$ cat src/common/pfd_pkg.sv
// Shared constants and types for the pixel fault diagnostics block
package pfd_pkg;

  localparam int NUM_SW = 8;

  // Register byte offsets
  localparam logic [7:0] ADDR_STATUS  = 8'h00;
  localparam logic [7:0] ADDR_CTRL    = 8'h04;
  localparam logic [7:0] ADDR_SWSTATE = 8'h08;
  localparam logic [7:0] ADDR_FAULT   = 8'h0C;
  localparam logic [7:0] ADDR_COUNTER = 8'h10;

  // Sticky status flag positions
  localparam int ST_TW    = 0;
  localparam int ST_TSD   = 1;
  localparam int ST_SFE   = 2;
  localparam int ST_DERR  = 3;
  localparam int ST_DWARN = 4;
  localparam int ST_WRAP  = 5;
  localparam int ST_CAP   = 6;
  localparam int ST_OV    = 7;
  localparam int ST_POR   = 8;
  localparam int ST_GND   = 9;
  localparam int NUM_ST   = 13;
  // Live bits appended above the flags in the status word
  localparam int ST_GSE   = 13;
  localparam int ST_TCMP  = 14;

  // Status after reset: only the power-on flag
  localparam logic [12:0] STAT_RST = 13'h0100;

  // Control field positions and reset value
  localparam int CT_SWEN = 0;
  localparam int CT_THR  = 1;
  localparam int CT_GNDE = 4;
  localparam logic [7:0] CTRL_RST = 8'h00;

  // Serial frame length and counter limits
  localparam logic [5:0] FRAME_BITS = 6'h20;
  localparam logic [5:0] BITS_SAT   = 6'h3F;
  localparam logic [9:0] CNT_MAX    = 10'h3FF;

  // Per-switch fault codes
  localparam logic [2:0] CODE_OFF   = 3'h0;
  localparam logic [2:0] CODE_SHORT = 3'h1;
  localparam logic [2:0] CODE_OPEN  = 3'h2;
  localparam logic [2:0] CODE_ON    = 3'h7;

  // Bus responses
  localparam logic [1:0] RESP_OKAY   = 2'h0;
  localparam logic [1:0] RESP_SLVERR = 2'h2;

  // Asynchronous inputs from the analogue side and the serial pins
  typedef struct packed {
    logic              temp_warn;
    logic              temp_shdn;
    logic              temp_cmp;
    logic              cap_fail;
    logic [3:0]        str_ov;
    logic [3:0]        gnd_loss;
    logic              sclk;
    logic              chip_select_n;
    logic [NUM_SW-1:0] sw_short;
    logic [NUM_SW-1:0] sw_open;
    logic [NUM_SW-1:0] sw_ovc;
  } pfd_pins_t;

  // Idle pin levels; chip select idles high
  localparam pfd_pins_t PIN_RST = '{chip_select_n: 1'b1, default: '0};

  // Thermal supervisor states
  typedef enum logic [1:0] {
    TH_RUN  = 2'b01,
    TH_HOLD = 2'b10
  } pfd_therm_t;

endpackage

$ cat src/pfd_top.sv
// Fault and diagnostic supervisor with an AXI4-Lite register slave
`timescale 1ns/1ps
module pfd_top (
  input  wire logic                     aclk,
  input  wire logic                     aresetn,
  input  wire logic                     awvalid,
  output      logic                     awready,
  input  wire logic [7:0]               awaddr,
  input  wire logic                     wvalid,
  output      logic                     wready,
  input  wire logic [31:0]              wdata,
  input  wire logic [3:0]               wstrb,
  output      logic                     bvalid,
  input  wire logic                     bready,
  output      logic [1:0]               bresp,
  input  wire logic                     arvalid,
  output      logic                     arready,
  input  wire logic [7:0]               araddr,
  output      logic                     rvalid,
  input  wire logic                     rready,
  output      logic [31:0]              rdata,
  output      logic [1:0]               rresp,
  input  wire pfd_pkg::pfd_pins_t       pins,
  input  wire logic                     crc_fail,
  input  wire logic                     dim_on_overlap,
  input  wire logic                     dim_off_overlap,
  input  wire logic [pfd_pkg::NUM_SW-1:0] sw_request,
  output      logic [pfd_pkg::NUM_SW-1:0] switch_on_state,
  output      logic [2:0]               temp_threshold_sel,
  output      logic                     resp_global_err,
  output      logic                     pattern_stop,
  output      logic                     dim_settings_clear,
  output      logic [9:0]               dimming_counter,
  output      logic                     fault_o,
  output      logic                     fault_oe
);

  localparam int N = pfd_pkg::NUM_SW;

  pfd_pkg::pfd_pins_t  pin_m;
  pfd_pkg::pfd_pins_t  pin_s;
  pfd_pkg::pfd_therm_t th_st;
  pfd_pkg::pfd_therm_t next_th_st;
  logic [12:0]         stat;
  logic [12:0]         next_stat;
  logic [12:0]         set_v;
  logic [12:0]         clr_v;
  logic [7:0]          ctrl;
  logic [7:0]          next_ctrl;
  logic [9:0]          next_cnt;
  logic [N-1:0]        next_sw;
  logic                sclk_d;
  logic                cs_d;
  logic [5:0]          bit_cnt;
  logic                aw_full;
  logic                w_full;
  logic [7:0]          aw_addr;
  logic [31:0]         w_data;
  logic [3:0]          w_strb;
  logic [3*N-1:0]      fault_codes;
  logic [31:0]         rd_mux;
  logic                rd_hit;

  wire       sw_en      = ctrl[pfd_pkg::CT_SWEN];
  wire [3:0] gnd_en     = ctrl[pfd_pkg::CT_GNDE +: 4];
  wire       aw_take    = awvalid && awready;
  wire       w_take     = wvalid && wready;
  wire       ar_take    = arvalid && arready;
  wire       wr_fire    = aw_full && w_full && !bvalid;
  wire       ctrl_wr    = wr_fire && (aw_addr == pfd_pkg::ADDR_CTRL);
  wire       wr_hit     = (aw_addr == pfd_pkg::ADDR_CTRL)
                          || (aw_addr == pfd_pkg::ADDR_STATUS)
                          || (aw_addr == pfd_pkg::ADDR_SWSTATE)
                          || (aw_addr == pfd_pkg::ADDR_FAULT)
                          || (aw_addr == pfd_pkg::ADDR_COUNTER);
  wire       stat_rd    = ar_take && (araddr == pfd_pkg::ADDR_STATUS);

  // Serial frame framing on synchronised pins
  wire       sclk_rise  = pin_s.sclk && !sclk_d;
  wire       cs_act     = !pin_s.chip_select_n;
  wire       cs_end     = pin_s.chip_select_n && !cs_d;
  wire       frame_bad  = cs_end && (bit_cnt != pfd_pkg::FRAME_BITS);

  // Enabled ground loss events only
  wire [3:0] gnd_set    = pin_s.gnd_loss & gnd_en;
  // Overlap events count only while a pattern is running
  wire       on_ovl     = dim_on_overlap && sw_en;
  wire       off_ovl    = dim_off_overlap && sw_en;
  wire       wrap       = sw_en && (dimming_counter == pfd_pkg::CNT_MAX);

  // Global switch error from live switch faults and latched string flags
  wire       gse        = (|pin_s.sw_short) || (|pin_s.sw_open)
                          || (|pin_s.sw_ovc)
                          || (|(stat[pfd_pkg::ST_GND +: 4] & gnd_en))
                          || stat[pfd_pkg::ST_CAP]
                          || stat[pfd_pkg::ST_OV];

  // Conditions that release the fault pin and open every switch
  wire       protect    = (th_st == pfd_pkg::TH_HOLD) || gse
                          || stat[pfd_pkg::ST_DERR];

  // Events that drop the switch enable; hardware clear beats a write
  wire       hw_dis     = pin_s.temp_shdn || (|gnd_set) || (|pin_s.str_ov)
                          || on_ovl;

  // Sticky flag set vector
  assign set_v[pfd_pkg::ST_TW]    = pin_s.temp_warn;
  assign set_v[pfd_pkg::ST_TSD]   = pin_s.temp_shdn;
  assign set_v[pfd_pkg::ST_SFE]   = frame_bad || crc_fail;
  assign set_v[pfd_pkg::ST_DERR]  = on_ovl;
  assign set_v[pfd_pkg::ST_DWARN] = off_ovl;
  assign set_v[pfd_pkg::ST_WRAP]  = wrap;
  assign set_v[pfd_pkg::ST_CAP]   = pin_s.cap_fail;
  assign set_v[pfd_pkg::ST_OV]    = |pin_s.str_ov;
  assign set_v[pfd_pkg::ST_POR]   = 1'b0;
  assign set_v[pfd_pkg::ST_GND +: 4] = gnd_set;

  // A status read clears exactly what it returns; a set in that cycle wins.
  // The shutdown flag keeps setting while hot, so a read cannot drop it.
  assign clr_v     = stat_rd ? stat : '0;
  assign next_stat = (stat & ~clr_v) | set_v;

  // Thermal supervisor: leave hold only when cool and both flags clear
  always_comb
  begin
    next_th_st = th_st;
    case (th_st)
      pfd_pkg::TH_RUN:
        if (pin_s.temp_shdn)
          next_th_st = pfd_pkg::TH_HOLD;
      pfd_pkg::TH_HOLD:
        if (!pin_s.temp_warn && !stat[pfd_pkg::ST_TW]
            && !stat[pfd_pkg::ST_TSD] && !pin_s.temp_shdn)
          next_th_st = pfd_pkg::TH_RUN;
      default:
        next_th_st = pfd_pkg::TH_HOLD;
    endcase
  end

  // Control register: byte lane 0 carries every field
  always_comb
  begin
    next_ctrl = ctrl;
    if (ctrl_wr && w_strb[0])
      next_ctrl = w_data[7:0];
    if (hw_dis)
      next_ctrl[pfd_pkg::CT_SWEN] = 1'b0;
  end

  // Dimming counter runs only while enabled; disable resets it
  assign next_cnt = !sw_en ? '0 : dimming_counter + 10'h001;

  // Switch drive; any protective state or disable opens them all
  assign next_sw = (protect || !sw_en) ? '0 : sw_request;

  // Per-switch fault codes, short before open
  genvar gi;
  generate
    for (gi = 0; gi < N; gi++)
    begin : g_code
      assign fault_codes[3*gi +: 3] =
        pin_s.sw_short[gi]     ? pfd_pkg::CODE_SHORT :
        pin_s.sw_open[gi]      ? pfd_pkg::CODE_OPEN  :
        switch_on_state[gi]    ? pfd_pkg::CODE_ON    :
                                 pfd_pkg::CODE_OFF;
    end
  endgenerate

  // Read decode
  always_comb
  begin
    rd_mux = '0;
    rd_hit = 1'b1;
    case (araddr)
      pfd_pkg::ADDR_STATUS:
      begin
        rd_mux[12:0]             = stat;
        rd_mux[pfd_pkg::ST_GSE]  = gse;
        rd_mux[pfd_pkg::ST_TCMP] = pin_s.temp_cmp;
      end
      pfd_pkg::ADDR_CTRL:    rd_mux[7:0]   = ctrl;
      pfd_pkg::ADDR_SWSTATE: rd_mux[N-1:0] = switch_on_state;
      pfd_pkg::ADDR_FAULT:   rd_mux[3*N-1:0] = fault_codes;
      pfd_pkg::ADDR_COUNTER: rd_mux[9:0]   = dimming_counter;
      default:               rd_hit = 1'b0;
    endcase
  end

  // Handshakes and fixed outputs
  assign awready            = !aw_full && !bvalid;
  assign wready             = !w_full && !bvalid;
  assign arready            = !rvalid;
  assign temp_threshold_sel = ctrl[pfd_pkg::CT_THR +: 3];
  assign pattern_stop       = stat[pfd_pkg::ST_DERR];
  assign dim_settings_clear = !sw_en;
  assign fault_o            = 1'b0;
  // Combinational so release follows the latching edge directly
  assign fault_oe           = !protect;

  // Two-stage synchroniser for all pin inputs
  always_ff @(posedge aclk)
  begin
    if (!aresetn)
    begin
      pin_m <= pfd_pkg::PIN_RST;
      pin_s <= pfd_pkg::PIN_RST;
    end
    else
    begin
      pin_m <= pins;
      pin_s <= pin_m;
    end
  end

  // Frame bit counter, saturating so long frames still flag
  always_ff @(posedge aclk)
  begin
    if (!aresetn)
    begin
      sclk_d  <= 1'b0;
      cs_d    <= 1'b1;
      bit_cnt <= '0;
    end
    else
    begin
      sclk_d <= pin_s.sclk;
      cs_d   <= pin_s.chip_select_n;
      if (!cs_act)
        bit_cnt <= '0;
      else if (sclk_rise && bit_cnt != pfd_pkg::BITS_SAT)
        bit_cnt <= bit_cnt + 6'h01;
    end
  end

  // Flags, control, thermal state, counter and switches
  always_ff @(posedge aclk)
  begin
    if (!aresetn)
    begin
      stat            <= pfd_pkg::STAT_RST;
      ctrl            <= pfd_pkg::CTRL_RST;
      th_st           <= pfd_pkg::TH_RUN;
      dimming_counter <= '0;
      switch_on_state <= '0;
      resp_global_err <= 1'b0;
    end
    else
    begin
      stat            <= next_stat;
      ctrl            <= next_ctrl;
      th_st           <= next_th_st;
      dimming_counter <= next_cnt;
      switch_on_state <= next_sw;
      resp_global_err <= gse;
    end
  end

  // Write channel: address and data in either order
  always_ff @(posedge aclk)
  begin
    if (!aresetn)
    begin
      aw_full <= 1'b0;
      w_full  <= 1'b0;
      aw_addr <= '0;
      w_data  <= '0;
      w_strb  <= '0;
      bvalid  <= 1'b0;
      bresp   <= pfd_pkg::RESP_OKAY;
    end
    else
    begin
      if (aw_take)
      begin
        aw_full <= 1'b1;
        aw_addr <= awaddr;
      end
      if (w_take)
      begin
        w_full <= 1'b1;
        w_data <= wdata;
        w_strb <= wstrb;
      end
      if (wr_fire)
      begin
        aw_full <= 1'b0;
        w_full  <= 1'b0;
        bvalid  <= 1'b1;
        bresp   <= wr_hit ? pfd_pkg::RESP_OKAY : pfd_pkg::RESP_SLVERR;
      end
      else if (bvalid && bready)
        bvalid <= 1'b0;
    end
  end

  // Read channel: one cycle from address to data
  always_ff @(posedge aclk)
  begin
    if (!aresetn)
    begin
      rvalid <= 1'b0;
      rdata  <= '0;
      rresp  <= pfd_pkg::RESP_OKAY;
    end
    else if (ar_take)
    begin
      rvalid <= 1'b1;
      rdata  <= rd_mux;
      rresp  <= rd_hit ? pfd_pkg::RESP_OKAY : pfd_pkg::RESP_SLVERR;
    end
    else if (rready)
      rvalid <= 1'b0;
  end
endmodule // pfd_top

$ cat config.mk
export PLATFORM = sky130hd
export DESIGN_NAME = pfd_top
export DESIGN_NICKNAME = d
export VERILOG_FILES = /design/src/common/pfd_pkg.sv /design/src/pfd_top.sv
export SDC_FILE = /design/constraint.sdc
export NUM_CORES = 1
export LEC_CHECK = 0
export ABC_AREA = 1
export BUFFER_PORTS_ARGS = -buffer_cell sky130_fd_sc_hd__buf_2
export CAP_MARGIN = 10
export CORE_MARGIN = 2
export CORE_UTILIZATION = 47
export DETAILED_ROUTE_END_ITERATION = 8
export GPL_TIMING_DRIVEN = 0
export HOLD_SLACK_MARGIN = 0.15
export PLACE_DENSITY = 0.87
export SLEW_MARGIN = 5
export SYNTH_ARGS = -nofsm -noshare
export SYNTH_HDL_FRONTEND = slang
export SYNTH_SLANG_ARGS = --single-unit
export TNS_END_PERCENT = 100
$ cat constraint.sdc
create_clock -name aclk -period 1.3 [get_ports aclk]
set_input_delay 0 -clock aclk [delete_from_list [all_inputs] [get_ports aclk]]
set_output_delay 0 -clock aclk [all_outputs]
set_load 0.005 [all_outputs]
After elaboration in Yosys (flattened, before gate mapping)
Index checks and enable logic that the tools add are counted.
- ROM bits: 0
- memories kept: 0
- latch bits: 0
- bits in registers: 175
- bits in writable memories: 0
- output and inout port bits: 67
- shifts and indexed selects: 0
- muxes and demuxes: 39
- bitwise operators: 6
- divide/modulo/power cells: 0
- $mul: 0
- order comparisons: 0
- $add $sub $neg: 2
- reduce and logical (&&, ||, !) cells: 66
- equality and inequality tests: 15
- operator list (kind ; number):
    $mux 3 ; 24
    $pmux 8 s5 ; 1
    $eq 8x4->1 const B ; 4
    $reduce_or 8->1 ; 3
    $logic_and 1x1->1 ; 21
    $eq 8x3->1 const B ; 2
    $eq 8x5->1 const B ; 2
    $logic_not 8->1 ; 2
    $logic_or 1x1->1 ; 16
    $and 13x13->13 ; 1
    $mux 13 ; 1
    $not 13->13 ; 1
    $or 13x13->13 ; 1
    $logic_not 1->1 ; 12
    $ne 6x6->1 const B ; 2
    $reduce_or 4->1 ; 3
    $add 10x1->10 const B ; 1
    $eq 10x10->1 const B ; 1
    $pmux 5 s2 ; 1
    $mux 9 ; 1
    $and 4x4->4 ; 2
    $mux 2 ; 4
    $reduce_or 2->1 ; 4
    $add 6x1->6 const B ; 1
    other kinds (11) ; 17

Longest topological paths before layout
- word-level depth: 10
- gate-level depth with buffers: 10
- gate-level depth less buffers: 9

Least setup slack after synthesis
No wires, ideal clock.
- path kind: flip-flop to flip-flop
- start point: register bit_cnt[0]
- end point: register bit_cnt[0]
- cell stages (with the launch flop): 8
- slack: -22 ps
- library setup time: 116 ps
- arrival time: 1206 ps
- clock period less this slack: 1322 ps
- required time: 1184 ps
- path buffers: 0
- cells stage by stage: dfxtp_1 ha_1 inv_1 nor3_4 a21oi_2 clkinv_2 nor2_1 nor2_1
- longest elaborated chain between the ends: 2
- elaborated cells between the ends (all ways): 3
- those cells by class: add/sub: 1; eq/ne: 1; reduce/logical: 1
- ends and longest elaborated chain (what ; line ; text):
    from (decl) ; pfd_top.sv:54 ; logic [5:0] bit_cnt;
    from (signal assigned) ; pfd_top.sv:231 ; bit_cnt <= bit_cnt + 6'h01;
    branches (longest 2 deep; another with $add 6x1->6) ; - ;
Several ways; the timed one is not identified.
A chain may end at the register's enable or synchronous reset.

Worst setup path after layout
- start point: register ctrl[7]
- end point: output port fault_oe
- longest elaborated chain between the ends: 8
- ends and longest elaborated chain (what ; line ; text):
    from (decl) ; pfd_top.sv:48 ; logic [7:0] ctrl;
    from (signal assigned) ; pfd_top.sv:241 ; ctrl <= pfd_pkg::CTRL_RST;
    from (signal assigned) ; pfd_top.sv:250 ; ctrl <= next_ctrl;
    $and 4x4->4 ; pfd_top.sv:94 ; || (|(stat[pfd_pkg::ST_GND +: 4] & gnd_en))
    $reduce_or 4->1 ; pfd_top.sv:94 ;
    $logic_or 1x1->1 ; pfd_top.sv:94 ;
    $logic_or 1x1->1 ; pfd_top.sv:95 ; || stat[pfd_pkg::ST_CAP]
    $logic_or 1x1->1 ; pfd_top.sv:96 ; || stat[pfd_pkg::ST_OV];
    $logic_or 1x1->1 ; pfd_top.sv:99 ; wire protect = (th_st == pfd_pkg::TH_HOLD) || gse
    $logic_or 1x1->1 ; pfd_top.sv:100 ; || stat[pfd_pkg::ST_DERR];
    $logic_not 1->1 ; pfd_top.sv:198 ; assign fault_oe = !protect;
    to (decl) ; pfd_top.sv:35 ; output logic fault_oe
No other way between the ends.

==> reports/results.txt <==
CTS Buffer Depth = 2
Vias in the first global route = 6793
Crit path required time = 1300 ps
P_leak = 0.004850 uW
I/O pins = 175
Slew @ Worst Pin = 679.6 ps
Max incr delay on CP = 380 ps
Pwr Density = 1289 mW/mm2
Routed met2 length = 10950 um
# clock sinks = 173
Total Power = 12530 uW
Peak VDD IR = 1.066 mV
Max FO, Critical Path = 4
Final hold viol count = 0
Initial antenna violation count = 0
Flip-flop and latch area = 0.003513 mm2
Worst skew pair latency = 440 ps
Layout cells sized above 1 = 30.29%
Max cap viols = 0
Critical path cell sequence = nand2_1, nand2_1, inv_1, nand2_1, nor2_1, nand3_2, nor3_4, buf_2
Post-Syn Area = 0.006624 mm2
DRC errors left = 64
GPL Wtd Cong = 0.8941
Top layer in use = met4
I/O Buffers = 136
WL met3 = 2749 um
Post-Syn Area per Cell = 7.553 um2
TritonCTS Buffers = 17
Clock skew = 15.65 ps
Final wirelength = 23790 um
Failing checks = design-rule violations, negative setup slack
Most frequent cells in the layout = 163 x nand2_1, 145 x dfxtp_1, 144 x buf_2, 128 x inv_1, 111 x nor2_1
Wire length on met1 = 8117 um
Critical path arrival = 1830 ps
Die ar. = 0.01506 mm2
Post-synthesis sequential area ratio = 52.29%
Initial Util = 47.91%
Run status = complete, but fails checks
Synth-to-Final Area Change = 46.73%
Via count = 7339
Register bit total from synthesis = 173
Yosys Warn Count = 0
Final #Nets = 1270
Row count = 43
Fmax achieved = 546.5 MHz
# H-tree levels = 4
Mapped Cells = 877
Top cell by count, worst path = nand2_1
Slew HR = 54.69%
GRT Overall Usage = 28.47%
Die Y = 122.7 um
Multi-input gate area = 0.002726 mm2
Dominant cell type by area after synthesis = dfxtp_1
Horiz. Die Dim = 122.7 um
Synth top area cells = dfxtp_1 52%, nand2_1 9.7%, inv_1 7.9%, nor2_1 7.4%, a21oi_1 4.2%
CP endpoint kind = output port
Max Slew Vio Count = 0
Final period util = 140.8%
Setup repair after global routing missed its margin = yes
Share of the synthesized area in the top cell type = 52.29%
Worst-path clk slew = 70 ps
Post-DRT Antenna Nets = 0
CTS tree = yes
Max stage delay cell, worst path = dfxtp_2
Setup-failing EPs final = 22
Worst Setup Path Type = reg2out
Area post-placement = 0.007575 mm2
Fillcell total = 917
Core Area = 0.01383 mm2
DR WL/cell = 17.60 um
Nature of the critical path startpoint = register
Fin crit period = 1830 ps
Final HPWL DP = 12650 um
Initial DRC count = 979
Final WS setup = -530.0 ps
Root Driver = clkbuf_16
Worst Hold Class = in2reg
Most common cell after layout, fill and taps aside = nand2_1
Global route overflow = 0
Largest net degree at the start of global routing = 17
DR vias/cell = 5.428
ANT cells = 0
Count of cell types in the netlist = 39
Final instance area = 0.009719 mm2
First-pass GRT wire length = 32740 um
Drt first pass iters = 9
==> power by group <==
part / switching [uW] / internal, uW
sequential: 155 / 5520
clock: 2250 / 3370
combinational: 679 / 554
==> area by class of cell <==
class | count | share of cell area (%)
inverters | 146 | 5.883
well taps | 180 | 2.317
repair buffers | 252 | 18.32
plain buffers | 38 | 2.562
flip-flops and latches | 173 | 36.15
multi-input cells | 531 | 28.05
clock buffers | 19 | 4.660
clock inverters | 13 | 2.060
==> sequential cells by signal (all words and copies together), names as in the netlist, 2 cells and up <==
name and cells:
rdata 24, w_data 8, switch_on_state 8, bit_cnt 6
pin_s 38, ctrl 8, pin_m 38, stat 13
th_st 2, aw_addr 8, dimming_counter 10
==> final timing paths <==
check / start / end / slack (ps) / cells after the start
hold / removal: araddr[1] / stat[4]$_SDFF_PN0_ / 130 / 7
hold reg to reg: pin_m[23]$_SDFF_PN0_ / pin_s[23]$_SDFF_PN0_ / 400 / 2
setup reg to reg: ctrl[7]$_SDFFE_PN0P_ / rdata[13]$_SDFFE_PN0P_ / -460 / 12
setup / recovery: ctrl[7]$_SDFFE_PN0P_ / fault_oe / -530 / 8
==> worst max-delay path: cells and delay by family, from the launching register on <==
family | cells | cell delay (ps)
DFF | 1 | 380
buffers and inverters | 2 | 260
and+or+nand+nor | 6 | 750
==> metal layers <==
metal	global-route usage [%]	vias to the layer above
met1	31.13	3260
met2	46.65	606
met4	21.62	0
li1	-	3259
met3	8.039	214
met5	0	-
==> per-stage QoR <==
stage          hold WS (ps)  utilization (%)  setup TNS [ps]  cells  worst slack, ps
2_1_floorplan         97.63                -               0    887            47.90
3_3_place_gp          181.5            54.78           -4421   1203           -305.9
3_5_place_dp          182.8            54.78           -4882   1203           -326.9
4_1_cts               155.0            67.22           -1843   1336           -329.2
5_1_grt               183.1            70.29           -6726   1352           -658.9
6_report              133.3            70.29           -4847   1352           -530.0
==> cells in the mapped netlist, drive strengths merged <==
| cell type | instances |
|---|---|
| nand2 | 175 |
| dfxtp | 173 |
| inv | 143 |
| nor2 | 140 |
| o21ai | 58 |
| a21oi | 57 |
| nand3 | 50 |
| buf | 29 |
| clkbuf | 9 |
| nand4 | 9 |
| nor3 | 8 |
| o211ai | 5 |
| clkinv | 3 |
| ha | 3 |
| or2 | 3 |
| a31oi | 2 |
| xnor2 | 2 |
| xor2 | 2 |
| a22oi | 1 |
| a41oi | 1 |
| conb | 1 |
| o21a | 1 |
| o21bai | 1 |
| o31ai | 1 |
==> kinds of logic (layout without fill, tap and decap cells) <==
family,Yosys count,count (layout),synth area share [%]
AND/OR/NAND/NOR,385,386,24.58
XOR/XNOR,4,4,0.5290
buffers and inverters,184,468,11.90
flip-flops,173,173,52.29
adder cells (fa/ha/maj),3,3,0.5667
AO/OA/AOI/OAI,127,127,10.09
other,1,11,0.05661
==> what timing repair did <==
action | CTS | global route
hold buffers | 80 | 1
endpoints found under the hold margin | 81 | 6
setup buffers | 21 | 20
cloned | 0 | 2
resized for setup | 51 | 104
setup endpoints to repair | 55 | 77
pin swaps | 17 | 34
(Power assumes the default switching activity.)
